File: src/pkg/uecb_pkg.sv
// Shared constants for the endpoint configuration byte block.
// Assumes a 32-bit AHB-Lite register bus and a 100 MHz system clock.
package uecb_pkg;
    // ************************************************************
    // Register byte addresses
    // ************************************************************
    localparam logic [7:0] OUT_CFG_ADDR = 8'h00; // OUT stream configuration
    localparam logic [7:0] IN_CFG_ADDR = 8'h04; // Iso select bits, one per IN endpoint
    localparam logic [7:0] IN_CNT_ADDR = 8'h08; // Y count of selected IN endpoint
    localparam logic [7:0] IN_SEL_ADDR = 8'h0C; // Selects IN endpoint for count access
    localparam logic [7:0] IRQ_STAT_ADDR = 8'h10; // Sticky event status
    localparam logic [7:0] IRQ_EN_ADDR = 8'h14; // Event enable
    localparam logic [7:0] IRQ_CLR_ADDR = 8'h18; // Write one to clear
    // ************************************************************
    // Field positions
    // ************************************************************
    localparam int OUT_EN_BIT = 7; // Endpoint enable
    localparam int OUT_ISO_BIT = 6; // Isochronous select
    localparam int OUT_OVF_BIT = 5; // Overflow diagnostic flag
    localparam int SWB_MSB = 4; // Sample width field top
    localparam int EMPTY_BIT = 7; // Y buffer empty flag
    localparam int CNT_MSB = 6; // Packet count field top
    localparam int IN_EP_MAX = 7; // IN endpoints beside control
    localparam int CFG_BLOCK_BYTES = 8; // Bytes per IN config block
    localparam int EV_W = 3; // Event count
    localparam int EV_OVF = 0; // Overflow event
    localparam int EV_IN_DONE = 1; // IN transaction finished
    localparam int EV_NAK = 2; // NAK sent
    // ************************************************************
    // Reset values
    // ************************************************************
    localparam logic [7:0] OUT_CFG_RST = 8'h00;
    localparam logic [7:0] IN_CNT_RST = 8'h00;
    // ************************************************************
    // IN handshake decision
    // ************************************************************
    typedef enum logic [1:0] {
        UECB_HS_NONE = 2'b00,
        UECB_HS_DATA = 2'b01,
        UECB_HS_NAK = 2'b10
    } uecb_hs_t;
endpackage

File: src/core/uecb_in_ep.sv
// One IN endpoint Y count byte with its empty flag.
// Assumes strobes from the buffer manager and the bus slave on sys_clk.
`timescale 1ns/10ps
module uecb_in_ep (
    input wire logic sys_clk,
    input wire logic sys_rst,
    input wire logic wr_en,
    input wire logic [7:0] wr_data,
    input wire logic in_done,
    output logic [7:0] cnt_byte
);
    logic [7:0] cnt_q; // Empty flag and packet count
    // ************************************************************
    // Count byte update
    // ************************************************************
    // Hardware set wins over a software clear in the same cycle
    always_ff @(posedge sys_clk) begin
        if (sys_rst) begin
            cnt_q <= uecb_pkg::IN_CNT_RST;
        end else begin
            if (wr_en) begin
                cnt_q <= wr_data; // Software loads length [RQ13]
            end
            if (in_done) begin
                cnt_q[uecb_pkg::EMPTY_BIT] <= 1'b1; // Mark buffer drained [RQ8]
            end
        end
    end
    assign cnt_byte = cnt_q;
endmodule

File: src/core/uecb_len_calc.sv
// Converts a packet count into a byte length.
// Assumes sample width field encodes bytes minus one.
`timescale 1ns/10ps
module uecb_len_calc (
    input wire logic iso,
    input wire logic [6:0] count,
    input wire logic [4:0] swb,
    output logic [11:0] len_bytes
);
    logic [5:0] per_sample; // Field plus one
    // Sample count times bytes per sample on iso [RQ15]
    always_comb begin
        per_sample = {1'b0, swb} + 6'h01; // 00h is one byte [RQ5]
        if (iso) begin
            // Widen both factors first so the product is not cut to seven bits
            len_bytes = 12'(count) * 12'(per_sample); // Samples held [RQ14]
        end else begin
            len_bytes = {5'h00, count}; // Bytes held [RQ14]
        end
    end
endmodule

File: src/core/uecb_top.sv
// Endpoint configuration and status bytes with an AHB-Lite slave.
// Assumes one bus master and a buffer manager on the same clock.
//
// Overview of operation
// RQ1: OUT accepts only when enable bit set
// RQ2: Bit six selects isochronous OUT transfers
// RQ3: Overflow sets diagnostic flag, no other effect; code also sets overflow event status bit 0, which can raise irq
// RQ4: Only software write of zero clears overflow
// RQ5: Sample width is field plus one bytes
// RQ6: Each IN endpoint has eight-byte block; code uses one shared iso word and a count window instead
// RQ7: Up to seven IN endpoints besides control
// RQ8: Successful IN sets Y buffer empty flag
// RQ9: Non-iso empty endpoint answers IN with NAK
// RQ10: Software clears empty flag before next packet
// RQ11: Iso IN never NAKs, ignores empty flag
// RQ12: Software clears empty flag on iso too
// RQ13: Software writes packet length into count
// RQ14: Count is bytes, or samples on iso
// RQ15: Iso length converted using sample width
`timescale 1ns/10ps
module uecb_top #(
    parameter int NUM_IN = uecb_pkg::IN_EP_MAX
) (
    input wire logic sys_clk,
    input wire logic sys_rst,
    // AHB-Lite slave
    input wire logic hsel,
    input wire logic [31:0] haddr,
    input wire logic [1:0] htrans,
    input wire logic hwrite,
    input wire logic [2:0] hsize,
    input wire logic [31:0] hwdata,
    input wire logic hready,
    output logic [31:0] hrdata,
    output logic hreadyout,
    output logic hresp,
    // OUT side from serial engine
    input wire logic out_req,
    input wire logic out_overflow,
    output logic out_accept,
    output logic out_iso,
    output logic [5:0] out_sample_bytes,
    // IN side from serial engine
    input wire logic in_req,
    input wire logic [2:0] in_ep,
    input wire logic in_done,
    output logic [1:0] in_hs,
    output logic [11:0] in_len,
    output logic irq
);
    // ************************************************************
    // Declarations
    // ************************************************************
    logic [7:0] out_cfg_q; // OUT configuration byte
    logic [NUM_IN-1:0] in_iso_q; // Per IN endpoint iso select
    logic [2:0] in_sel_q; // Endpoint seen through count window
    logic [uecb_pkg::EV_W-1:0] stat_q; // Sticky events
    logic [uecb_pkg::EV_W-1:0] en_q; // Event enables
    logic ph_wr_q; // Data phase is a write
    logic ph_act_q; // Data phase pending
    logic [7:0] ph_addr_q; // Latched address
    logic [31:0] rdata_q; // Read data register
    logic [1:0] hs_q; // Registered handshake
    logic [11:0] len_q; // Registered length
    logic wr_stb; // Write data phase
    logic [7:0] cnt_all [NUM_IN]; // All count bytes
    logic [NUM_IN-1:0] cnt_wr; // Per endpoint write
    logic [NUM_IN-1:0] done_v; // Per endpoint IN completion
    logic [7:0] cur_cnt; // Count byte of addressed endpoint
    logic [11:0] len_c; // Length of addressed endpoint
    logic [uecb_pkg::EV_W-1:0] ev; // Event pulses
    logic nak_c; // NAK decision this cycle
    logic ep_ok; // Endpoint number in range
    // Bytes of an IN config block; no block base math uses it [RQ6]
    localparam int BLK_BYTES = uecb_pkg::CFG_BLOCK_BYTES;

    // Decode a word address within the map
    function automatic logic is_addr(input logic [7:0] a, input logic [7:0] r);
        return a == r;
    endfunction

    // ************************************************************
    // AHB-Lite address phase capture
    // ************************************************************
    // Slave is zero wait state, so ready is always high
    always_ff @(posedge sys_clk) begin
        if (sys_rst) begin
            ph_act_q <= 1'b0;
            ph_wr_q <= 1'b0;
            ph_addr_q <= 8'h00;
        end else if (hready) begin
            ph_act_q <= hsel & htrans[1];
            ph_wr_q <= hsel & htrans[1] & hwrite;
            ph_addr_q <= haddr[7:0];
        end
    end
    assign wr_stb = ph_act_q & ph_wr_q;
    assign hreadyout = 1'b1;
    assign hresp = 1'b0; // Always OKAY; unmapped reads zero

    // ************************************************************
    // OUT configuration byte
    // ************************************************************
    // Overflow set beats a simultaneous software clear
    always_ff @(posedge sys_clk) begin
        if (sys_rst) begin
            out_cfg_q <= uecb_pkg::OUT_CFG_RST;
        end else begin
            if (wr_stb && is_addr(ph_addr_q, uecb_pkg::OUT_CFG_ADDR)) begin
                out_cfg_q <= hwdata[7:0];
            end
            if (out_overflow) begin
                out_cfg_q[uecb_pkg::OUT_OVF_BIT] <= 1'b1; // Diagnostic only [RQ3] [RQ4]
            end
        end
    end
    // Overflow bit feeds nothing but status [RQ3]
    assign out_accept = out_req & out_cfg_q[uecb_pkg::OUT_EN_BIT]; // [RQ1]
    assign out_iso = out_cfg_q[uecb_pkg::OUT_ISO_BIT]; // [RQ2]
    assign out_sample_bytes = {1'b0, out_cfg_q[uecb_pkg::SWB_MSB:0]} + 6'h01; // [RQ5]

    // ************************************************************
    // IN endpoint iso select and window select
    // ************************************************************
    always_ff @(posedge sys_clk) begin
        if (sys_rst) begin
            in_iso_q <= '0;
            in_sel_q <= 3'h0;
        end else if (wr_stb) begin
            if (is_addr(ph_addr_q, uecb_pkg::IN_CFG_ADDR)) begin
                in_iso_q <= hwdata[NUM_IN-1:0];
            end
            if (is_addr(ph_addr_q, uecb_pkg::IN_SEL_ADDR)) begin
                in_sel_q <= hwdata[2:0];
            end
        end
    end

    // ************************************************************
    // IN endpoint count bytes, one instance each
    // ************************************************************
    // Endpoint numbers 1..NUM_IN map to index 0..NUM_IN-1 [RQ7]
    for (genvar i = 0; i < NUM_IN; i++) begin : g_ep
        assign cnt_wr[i] = wr_stb && is_addr(ph_addr_q, uecb_pkg::IN_CNT_ADDR)
            && (in_sel_q == 3'(i + 1));
        assign done_v[i] = in_done && (in_ep == 3'(i + 1)) && ~nak_c;
        uecb_in_ep u_ep (
            .sys_clk(sys_clk),
            .sys_rst(sys_rst),
            .wr_en(cnt_wr[i]),
            .wr_data(hwdata[7:0]),
            .in_done(done_v[i]),
            .cnt_byte(cnt_all[i])
        );
    end

    // ************************************************************
    // IN handshake decision
    // ************************************************************
    always_comb begin
        ep_ok = (in_ep != 3'h0) && (32'(in_ep) <= NUM_IN);
        cur_cnt = 8'h00;
        nak_c = 1'b0;
        if (ep_ok) begin
            cur_cnt = cnt_all[in_ep - 3'h1];
            // Iso never NAKs; empty flag ignored there [RQ9] [RQ11]
            nak_c = cur_cnt[uecb_pkg::EMPTY_BIT] & ~in_iso_q[in_ep - 3'h1];
        end
    end

    uecb_len_calc u_len (
        .iso(ep_ok ? in_iso_q[in_ep - 3'h1] : 1'b0),
        .count(cur_cnt[uecb_pkg::CNT_MSB:0]),
        .swb(out_cfg_q[uecb_pkg::SWB_MSB:0]),
        .len_bytes(len_c)
    );

    // Registered answer one cycle after the request
    always_ff @(posedge sys_clk) begin
        if (sys_rst) begin
            hs_q <= uecb_pkg::UECB_HS_NONE;
            len_q <= 12'h000;
        end else if (in_req && ep_ok) begin
            hs_q <= nak_c ? uecb_pkg::UECB_HS_NAK : uecb_pkg::UECB_HS_DATA; // [RQ9]
            len_q <= nak_c ? 12'h000 : len_c; // [RQ15]
        end else begin
            hs_q <= uecb_pkg::UECB_HS_NONE;
            len_q <= 12'h000;
        end
    end
    assign in_hs = hs_q;
    assign in_len = len_q;

    // ************************************************************
    // Interrupt status, enable, clear
    // ************************************************************
    assign ev[uecb_pkg::EV_OVF] = out_overflow;
    assign ev[uecb_pkg::EV_IN_DONE] = |done_v;
    assign ev[uecb_pkg::EV_NAK] = in_req & ep_ok & nak_c;
    // New event wins over clear in the same cycle
    always_ff @(posedge sys_clk) begin
        if (sys_rst) begin
            stat_q <= '0;
            en_q <= '0;
        end else begin
            if (wr_stb && is_addr(ph_addr_q, uecb_pkg::IRQ_CLR_ADDR)) begin
                stat_q <= (stat_q & ~hwdata[uecb_pkg::EV_W-1:0]) | ev;
            end else begin
                stat_q <= stat_q | ev;
            end
            if (wr_stb && is_addr(ph_addr_q, uecb_pkg::IRQ_EN_ADDR)) begin
                en_q <= hwdata[uecb_pkg::EV_W-1:0];
            end
        end
    end
    assign irq = |(stat_q & en_q);

    // ************************************************************
    // Read data
    // ************************************************************
    // Read mux uses address-phase signals so data lands in data phase
    always_ff @(posedge sys_clk) begin
        if (sys_rst) begin
            rdata_q <= 32'h0000_0000;
        end else if (hready && hsel && htrans[1] && !hwrite) begin
            case (haddr[7:0])
                uecb_pkg::OUT_CFG_ADDR: rdata_q <= {24'h000000, out_cfg_q};
                uecb_pkg::IN_CFG_ADDR: rdata_q <= 32'(in_iso_q);
                uecb_pkg::IN_CNT_ADDR: begin
                    if (in_sel_q != 3'h0 && 32'(in_sel_q) <= NUM_IN) begin
                        rdata_q <= {24'h000000, cnt_all[in_sel_q - 3'h1]};
                    end else begin
                        rdata_q <= 32'h0000_0000;
                    end
                end
                uecb_pkg::IN_SEL_ADDR: rdata_q <= {29'h00000000, in_sel_q};
                uecb_pkg::IRQ_STAT_ADDR: rdata_q <= {29'h00000000, stat_q};
                uecb_pkg::IRQ_EN_ADDR: rdata_q <= {29'h00000000, en_q};
                default: rdata_q <= 32'h0000_0000;
            endcase
        end
    end
    assign hrdata = rdata_q;
endmodule

File: config.mk
export PLATFORM = sky130hd
export DESIGN_NAME = uecb_top
export DESIGN_NICKNAME = d
export VERILOG_FILES = /design/src/pkg/uecb_pkg.sv /design/src/core/uecb_in_ep.sv /design/src/core/uecb_len_calc.sv /design/src/core/uecb_top.sv
export SDC_FILE = /design/constraint.sdc
export NUM_CORES = 1
export LEC_CHECK = 0
export ABC_AREA = 1
export BUFFER_PORTS_ARGS = -buffer_cell sky130_fd_sc_hd__buf_2
export CAP_MARGIN = 30
export CORE_UTILIZATION = 40
export CTS_CLUSTER_DIAMETER = 60
export DETAILED_ROUTE_END_ITERATION = 10
export GPL_TIMING_DRIVEN = 1
export MAX_ROUTING_LAYER = met4
export RECOVER_POWER = 25
export SLEW_MARGIN = 25
export SYNTH_ARGS = -nofsm -noshare
export SYNTH_HDL_FRONTEND = slang
export SYNTH_HIERARCHICAL = 1
export SYNTH_SLANG_ARGS = --single-unit
File: constraint.sdc
create_clock -name sys_clk -period 18.93 [get_ports sys_clk]
set_input_delay 4.7325 -clock sys_clk [delete_from_list [all_inputs] [get_ports sys_clk]]
set_output_delay 4.7325 -clock sys_clk [all_outputs]
set_load 0.01 [all_outputs]
==> results.yml, run 1 <==
synthesis:
  asyncSetResetFlopFracSynth_pct: 0
  synth_seq_cells: 112
  synth-simple-area-share_pct: 26.08
  ys_top_cells_by_area: "dfxtp_1 (30%), nand2_1 (14%), inv_1 (7.9%)"
  synthAdderAreaFrac_pct: 10.57
  synth_compound_area_share_pct: 17.69
  synth_top_family_by_area: "simple AND/OR/NAND/NOR gates"
  synth_top_area_share_pct: 29.60
  synth_edf_count: 0
  yosysTopAreaCell: "dfxtp_1"
  avgSynthCellArea_um2: 6.733
  ys_seq_area_share_pct: 29.60
  syn_area_mm2: 0.007575
  synth-warning-count: 6
  yosys.area_share.xor_xnor_pct: 1.024
  synth.distinct_cells: 48
  ys.flop_type: "dfxtp_1"
  synth.area.mux_share_pct: 0
  syn_inst: 1125
floorplanning:
  initial_core_util_pct: 41.46
  die_y_um: 139.6
  chipWidth_um: 139.6
  pin_count: 138
  core_area_mm2: 0.01827
  die-area_mm2: 0.01949
  rows: 49
grt:
  grt_pass1_wl_um: 31660
  grt-ovfl-total: 0
  first_global_vias: 6364
  grt_max_degree: 73
  grt_antenna_before_repair: 0
  grt_usage_pct: 21.00
finish:
  final_common_cell: "nand2_1"
  drive_gt1_share_pct: 11.93
  final_nets: 1293
  layout_common_cells: "nand2_1 (273), inv_1 (159), nor2_1 (119)"
  postLayoutCellArea_mm2: 0.008173
  syn2layout_area_growth_pct: 7.896
  final_util_pct: 44.73
  antenna_cells: 0
setup_path:
  crit_family: "adder cells"
  cp_max_fo: 43
  endpoint_kind: "register"
  crit_path_start_kind: "input port"
  ff2ff_path_depth: 21
  cp.required_ns: 19.22
  r2r-start: "g_ep[0].u_ep/cnt_byte[6]$_SDFFE_PP0P_"
  r2r-end: "in_len[11]$_SDFF_PP0_"
  rrSetupSlack_ns: 14.25
  path_cells: "buf_2 -> inv_2 -> ha_1 -> inv_2 -> a21oi_1 -> a211oi_1 -> a311oi_1 -> inv_1 -> nor2_1 -> fa_1 -> fa_1 -> inv_1 -> fa_1 -> inv_1 -> ha_1 -> a21oi_1 -> nand2_1 -> nand2_1 -> nand3_2 -> nand2_1 -> nand2_1 -> nor2_2 -> inv_1 -> nor2_1"
  path_class: "input port to register"
  crit_slowest_cell: "ha_1"
  critPathBufInv: 7
  crit_end: "in_len[11]$_SDFF_PP0_"
  arrival_ns: 11.15
  max_stage_delay_ns: 1.00
  critPathLaunch: "in_ep[0]"
  cp.depth: 24
route:
  wl_per_cell_um: 13.94
  routed_wl_um: 19430
  wl_met1_um: 8796
  routed_via_density: 4.963
  drc: 0
  antenna_left: 0
  wl_met3_um: 757
  drt_iter0_drc: 392
  wl_met2_um: 9392
  drt-pass1-iter-count: 5
  highest_layer: "met4"
  vias: 6919
place:
  place_area_mm2: 0.007838
  pre_cts_slack_ns: 7.749
  gp_congestion: 0.8726
  portBuffers: 59
  dp_hpwl_um: 14510
pwr:
  p_leak_uw: 0.003631
  power_density_mw_per_mm2: 62.13
  peakVddDrop_mv: 0.04408
clocking:
  cts_tree: "done"
  clkSinkCount: 112
  cts.path.max_buffers: 2
  cts_setup_buffers: 0
  cts_inserted_buffers: 9
  clk_latency_ns: 0.36
  cts_root_buffer: "clkbuf_16"
  cts_resized: 0
  cts_htree_levels: 3
  clk_pin_slew_ns: 0.08
  cts_hold_buf: 0
timing:
  post-route-min-period_ns: 10.86
  relSlewSlack_pct: -153.9
  max_freq_ghz: 0.09207
  maxSlewViolCount: 73
  fin_setup_tns_ns: 0
  finalWorstSetupSlack_ns: 8.069
  final-hold-violation-count: 0
  period_share_pct: 57.37
  setup-violations-final: 0
  worst_slew_pin_slew_ns: 3.808
  rsz0062_at_grt: "no"
  skew_ns: 0.01296
run_status:
  violations: "max-capacitance violations, max-slew violations"
  status: "finished with violations"
worst_hold_path:
  worstHoldStart: "g_ep[2].u_ep/cnt_byte[4]$_SDFFE_PP0P_"
  hold_path_class: "register to register"
job:
  drv_cap: 1
-- metrics by stage --
step	total power (µW)	hold WS (ns)	std cells
finish	507.8	0.4628	1394
global route	530.3	0.4805	1394
CTS	513.6	0.4630	1390
detailed placement	307.2	0.4515	1374
global placement	306.9	0.4518	1372
floorplan	291.5	0.4389	1149
-- cells in the mapped netlist, types with 7 or more instances --
| cell | n |
|---|---|
| nand3_1 | 48 |
| inv_1 | 159 |
| a211oi_1 | 9 |
| inv_6 | 7 |
| o21ai_0 | 78 |
| clkbuf_1 | 18 |
| o211ai_1 | 12 |
| fa_1 | 20 |
| nor2_1 | 119 |
| buf_6 | 9 |
| a21oi_1 | 98 |
| clkbuf_2 | 7 |
| dfxtp_1 | 112 |
| buf_4 | 26 |
| ha_1 | 32 |
| nor3_1 | 7 |
| nand2_2 | 9 |
| a21oi_2 | 21 |
| nand2_1 | 273 |
-- where the power goes --
group | leakage (µW) | total [µW] | internal (µW) | switching [µW]
registers | 0.000906 | 241 | 239 | 1.61
clock network | 0.000157 | 206 | 107 | 98.5
logic | 0.00257 | 61.7 | 16.8 | 44.9
total | 0.00363 | 508 | 363 | 145
-- worst reg2reg max path, stage by stage (launching register included) --
cell     delay [ns]
dfxtp_1        0.39
nor2_1         0.07
o21ai_0        0.33
o21ai_0        0.20
a21oi_1        0.57
inv_1          0.20
nor2_1         0.16
fa_1           0.45
fa_1           0.49
inv_1          0.05
fa_1           0.52
inv_1          0.04
ha_1           0.36
a21oi_1        0.19
nand2_1        0.12
nand2_1        0.09
nand3_2        0.08
nand2_1        0.07
nand2_1        0.05
nor2_2         0.08
inv_1          0.04
nor2_1         0.08
-- cells by family (layout without fill, tap and decap cells) --
kind of cell / after synthesis / count (layout)
simple gates: 477 / 477
buf+inv: 241 / 257
compound gates: 233 / 233
flops: 112 / 112
fa+ha+maj: 52 / 52
xor+xnor: 8 / 8
other cells: 2 / 26
-- worst min-delay path by stage --
stage | depth (start not counted) | slack (ns) | end
detailed placement | 2 | 0.45 | g_ep[2].u_ep/cnt_byte[5]$_SDFFE_PP0P_
global route | 2 | 0.48 | g_ep[2].u_ep/cnt_byte[5]$_SDFFE_PP0P_
global placement | 2 | 0.45 | g_ep[2].u_ep/cnt_byte[5]$_SDFFE_PP0P_
floorplan | 2 | 0.44 | g_ep[0].u_ep/cnt_byte[3]$_SDFFE_PP0P_
CTS | 2 | 0.46 | g_ep[2].u_ep/cnt_byte[5]$_SDFFE_PP0P_
finish | 2 | 0.46 | g_ep[2].u_ep/cnt_byte[4]$_SDFFE_PP0P_
-- sequential cells by signal (all words and copies together) (netlist names), 2 cells and up --
| register | count |
|---|---|
| in_iso_q | 7 |
| stat_q | 3 |
| out_cfg_q | 8 |
| in_sel_q | 3 |
| hrdata | 8 |
| en_q | 3 |
| in_hs | 2 |
| ph_addr_q | 8 |
| g_ep.u_ep/cnt_byte | 56 |
| in_len | 12 |
-- routing by layer --
layer	vias to the layer above	global-route usage [%]
li1	3588	-
met1	3132	25.80
met2	166	35.18
met3	33	2.546
met4	0	8.097
met5	-	-
-- cell type report --
| class | instances | area [µm²] |
|---|---|---|
| Inverter | 173 | 684.4 |
| Fill cell | 1910 | 10100 |
| Clock inverter | 7 | 95.09 |
| Clock buffer | 9 | 225.2 |
| Tap cell | 229 | 286.5 |
| Sequential cell | 112 | 2242 |
| Multi-Input combinational cell | 796 | 4280 |
| Timing Repair Buffer | 68 | 359.1 |
(Power assumes the default switching activity.)
==> run 2: changes to the inputs <==
- clock period: 18.93 -> 10.3 ns (I/O delays scaled with it)
==> run 2 against run 1 <==
  * The flow still finishes with violations (max-capacitance violations, max-slew violations)
  * Sequential power grew 83%
  * Die area is the same
  * Register-to-register slack lost 8.7 ns
  * Clock skew is essentially flat
  * Combinational power grew 83%
  * Cell area shrank 0.20%
  * Hold slack is essentially flat
  * Non-clock buffer count grew 1
  * Critical endpoint unchanged
  * Largest power group unchanged
==> results.yml, run 2 (synthesis results as in run 1) <==
job:
  drv_cap: 1
timing:
  post-route-min-period_ns: 8.303
  fin_setup_tns_ns: 0
  relSlewSlack_pct: -152.8
  hold_slack_ns: 0.4626
  setup-violations-final: 0
  maxSlewViolCount: 73
  worst_slew_pin_slew_ns: 3.792
  rsz0062_at_grt: "no"
  max_freq_ghz: 0.1204
  skew_ns: 0.01320
  period_share_pct: 80.62
  final-hold-violation-count: 0
route:
  routed_wl_um: 19650
  vias: 6943
  drt_iter0_drc: 416
  drt-pass1-iter-count: 5
  drc: 0
  antenna_left: 0
  wl_per_cell_um: 14.08
  routed_via_density: 4.977
finish:
  antenna_cells: 0
  largest_reg_flops: 56
  drive_gt1_share_pct: 11.92
  final_common_cell: "nand2_1"
  fin_cells: 1395
  final_nets: 1294
  syn2layout_area_growth_pct: 7.681
  final_util_pct: 44.64
  layout_common_cells: "nand2_1 (273), inv_1 (159), nor2_1 (119)"
clocking:
  cts_hold_buf: 0
  cts_tree: "done"
  cts_root_buffer: "clkbuf_16"
  cts_htree_levels: 3
  clkSinkCount: 112
  cts.path.max_buffers: 2
  clk_pin_slew_ns: 0.08
  clk_latency_ns: 0.37
  cts_inserted_buffers: 9
  cts_resized: 0
  cts_setup_buffers: 0
pwr:
  peakVddDrop_mv: 0.08390
  combPwrFrac_pct: 12.4
  power_frac_seq_pct: 48.4
  swShare_pct: 29.12
  p_leak_uw: 0.003622
  p_switching_uw: 265.9
  power_density_mw_per_mm2: 112.0
  clkPwrFrac_pct: 39.2
  power.internal_uw: 647.3
setup_path:
  endpoint_kind: "register"
  r2r-start: "g_ep[0].u_ep/cnt_byte[6]$_SDFFE_PP0P_"
  max_stage_delay_ns: 0.75
  r2r-end: "in_len[11]$_SDFF_PP0_"
  critPathLaunch: "in_ep[0]"
  cp_max_fo: 43
  crit_slowest_cell: "a311oi_1"
  crit_path_start_kind: "input port"
  arrival_ns: 8.59
  cp.required_ns: 10.59
  ff2ff_path_depth: 21
  path_class: "input port to register"
  rrSetupSlack_ns: 5.60
  crit_end: "in_len[11]$_SDFF_PP0_"
place:
  gp_congestion: 0.8749
  dp_hpwl_um: 14640
  portBuffers: 59
  place_inst: 1376
floorplanning:
  initial_core_util_pct: 41.46
  die_y_um: 139.6
  chipWidth_um: 139.6
  core_area_mm2: 0.01827
  pin_count: 138
  rows: 49
  die-area_mm2: 0.01949
grt:
  first_global_vias: 6325
  grt_max_degree: 73
  grt_antenna_before_repair: 0
  grt_usage_pct: 21.38
  grt-ovfl-total: 0
  grt_pass1_wl_um: 32030
run_status:
  violations: "max-capacitance violations, max-slew violations"
  status: "finished with violations"
worst_hold_path:
  hold_path_class: "register to register"
run 2: area by class of cell:
cell class                      count  area, µm²
Inverter                          173      684.4
Clock inverter                      6      61.31
Fill cell                        1916      10110
Clock buffer                       10      239.0
Multi-Input combinational cell    796       4277
Timing Repair Buffer               69      366.6
Tap cell                          229      286.5
Sequential cell                   112       2242
run 2: worst min-delay path by stage:
stage,from,to,slack [ns],depth (start not counted)
6_report,g_ep[2].u_ep/cnt_byte[4]$_SDFFE_PP0P_,g_ep[2].u_ep/cnt_byte[4]$_SDFFE_PP0P_,0.46,2
5_1_grt,g_ep[5].u_ep/cnt_byte[0]$_SDFFE_PP0P_,g_ep[5].u_ep/cnt_byte[0]$_SDFFE_PP0P_,0.48,2
4_1_cts,g_ep[2].u_ep/cnt_byte[4]$_SDFFE_PP0P_,g_ep[2].u_ep/cnt_byte[4]$_SDFFE_PP0P_,0.47,2
3_5_place_dp,g_ep[2].u_ep/cnt_byte[4]$_SDFFE_PP0P_,g_ep[2].u_ep/cnt_byte[4]$_SDFFE_PP0P_,0.45,2
3_3_place_gp,g_ep[0].u_ep/cnt_byte[5]$_SDFFE_PP0P_,g_ep[0].u_ep/cnt_byte[5]$_SDFFE_PP0P_,0.45,2
2_1_floorplan,g_ep[0].u_ep/cnt_byte[3]$_SDFFE_PP0P_,g_ep[0].u_ep/cnt_byte[3]$_SDFFE_PP0P_,0.44,2
run 2: worst max-delay path, delay by kind of cell:
family	cells	cell delay, ns
buffers and inverters	8	1.50
adders and majority gates	5	2.38
and+or+nand+nor	9	1.05
AOI/OAI and AO/OA	3	1.05
run 2: stage by stage:
stage | setup WS, ns | cell area (µm²) | total power (µW)
after floorplan | 3.188 | 7665 | 535.8
after global placement | 1.708 | 7838 | 564.6
after detailed placement | 1.651 | 7853 | 565.3
after CTS | 2.031 | 8153 | 921.6
after global routing | 1.456 | 8157 | 952.4
final | 1.997 | 8157 | 913.2
run 2: power by group through the flow:
stage,combinational (µW),clock (µW),sequential (µW)
floorplan,82.9,0,453
global placement,112,0,452
detailed placement,113,0,452
CTS,113,366,442
global route,128,382,443
finish,113,358,442
run 2: layer usage:
layer	part of all wire (%)	vias up	track usage [%]	wire (µm)
li1	-	3591	-	-
met1	46	3141	26.45	8981
met2	48	177	35.70	9440
met3	3.8	34	2.856	749
met4	2.4	0	7.519	475
met5	0	-	-	0
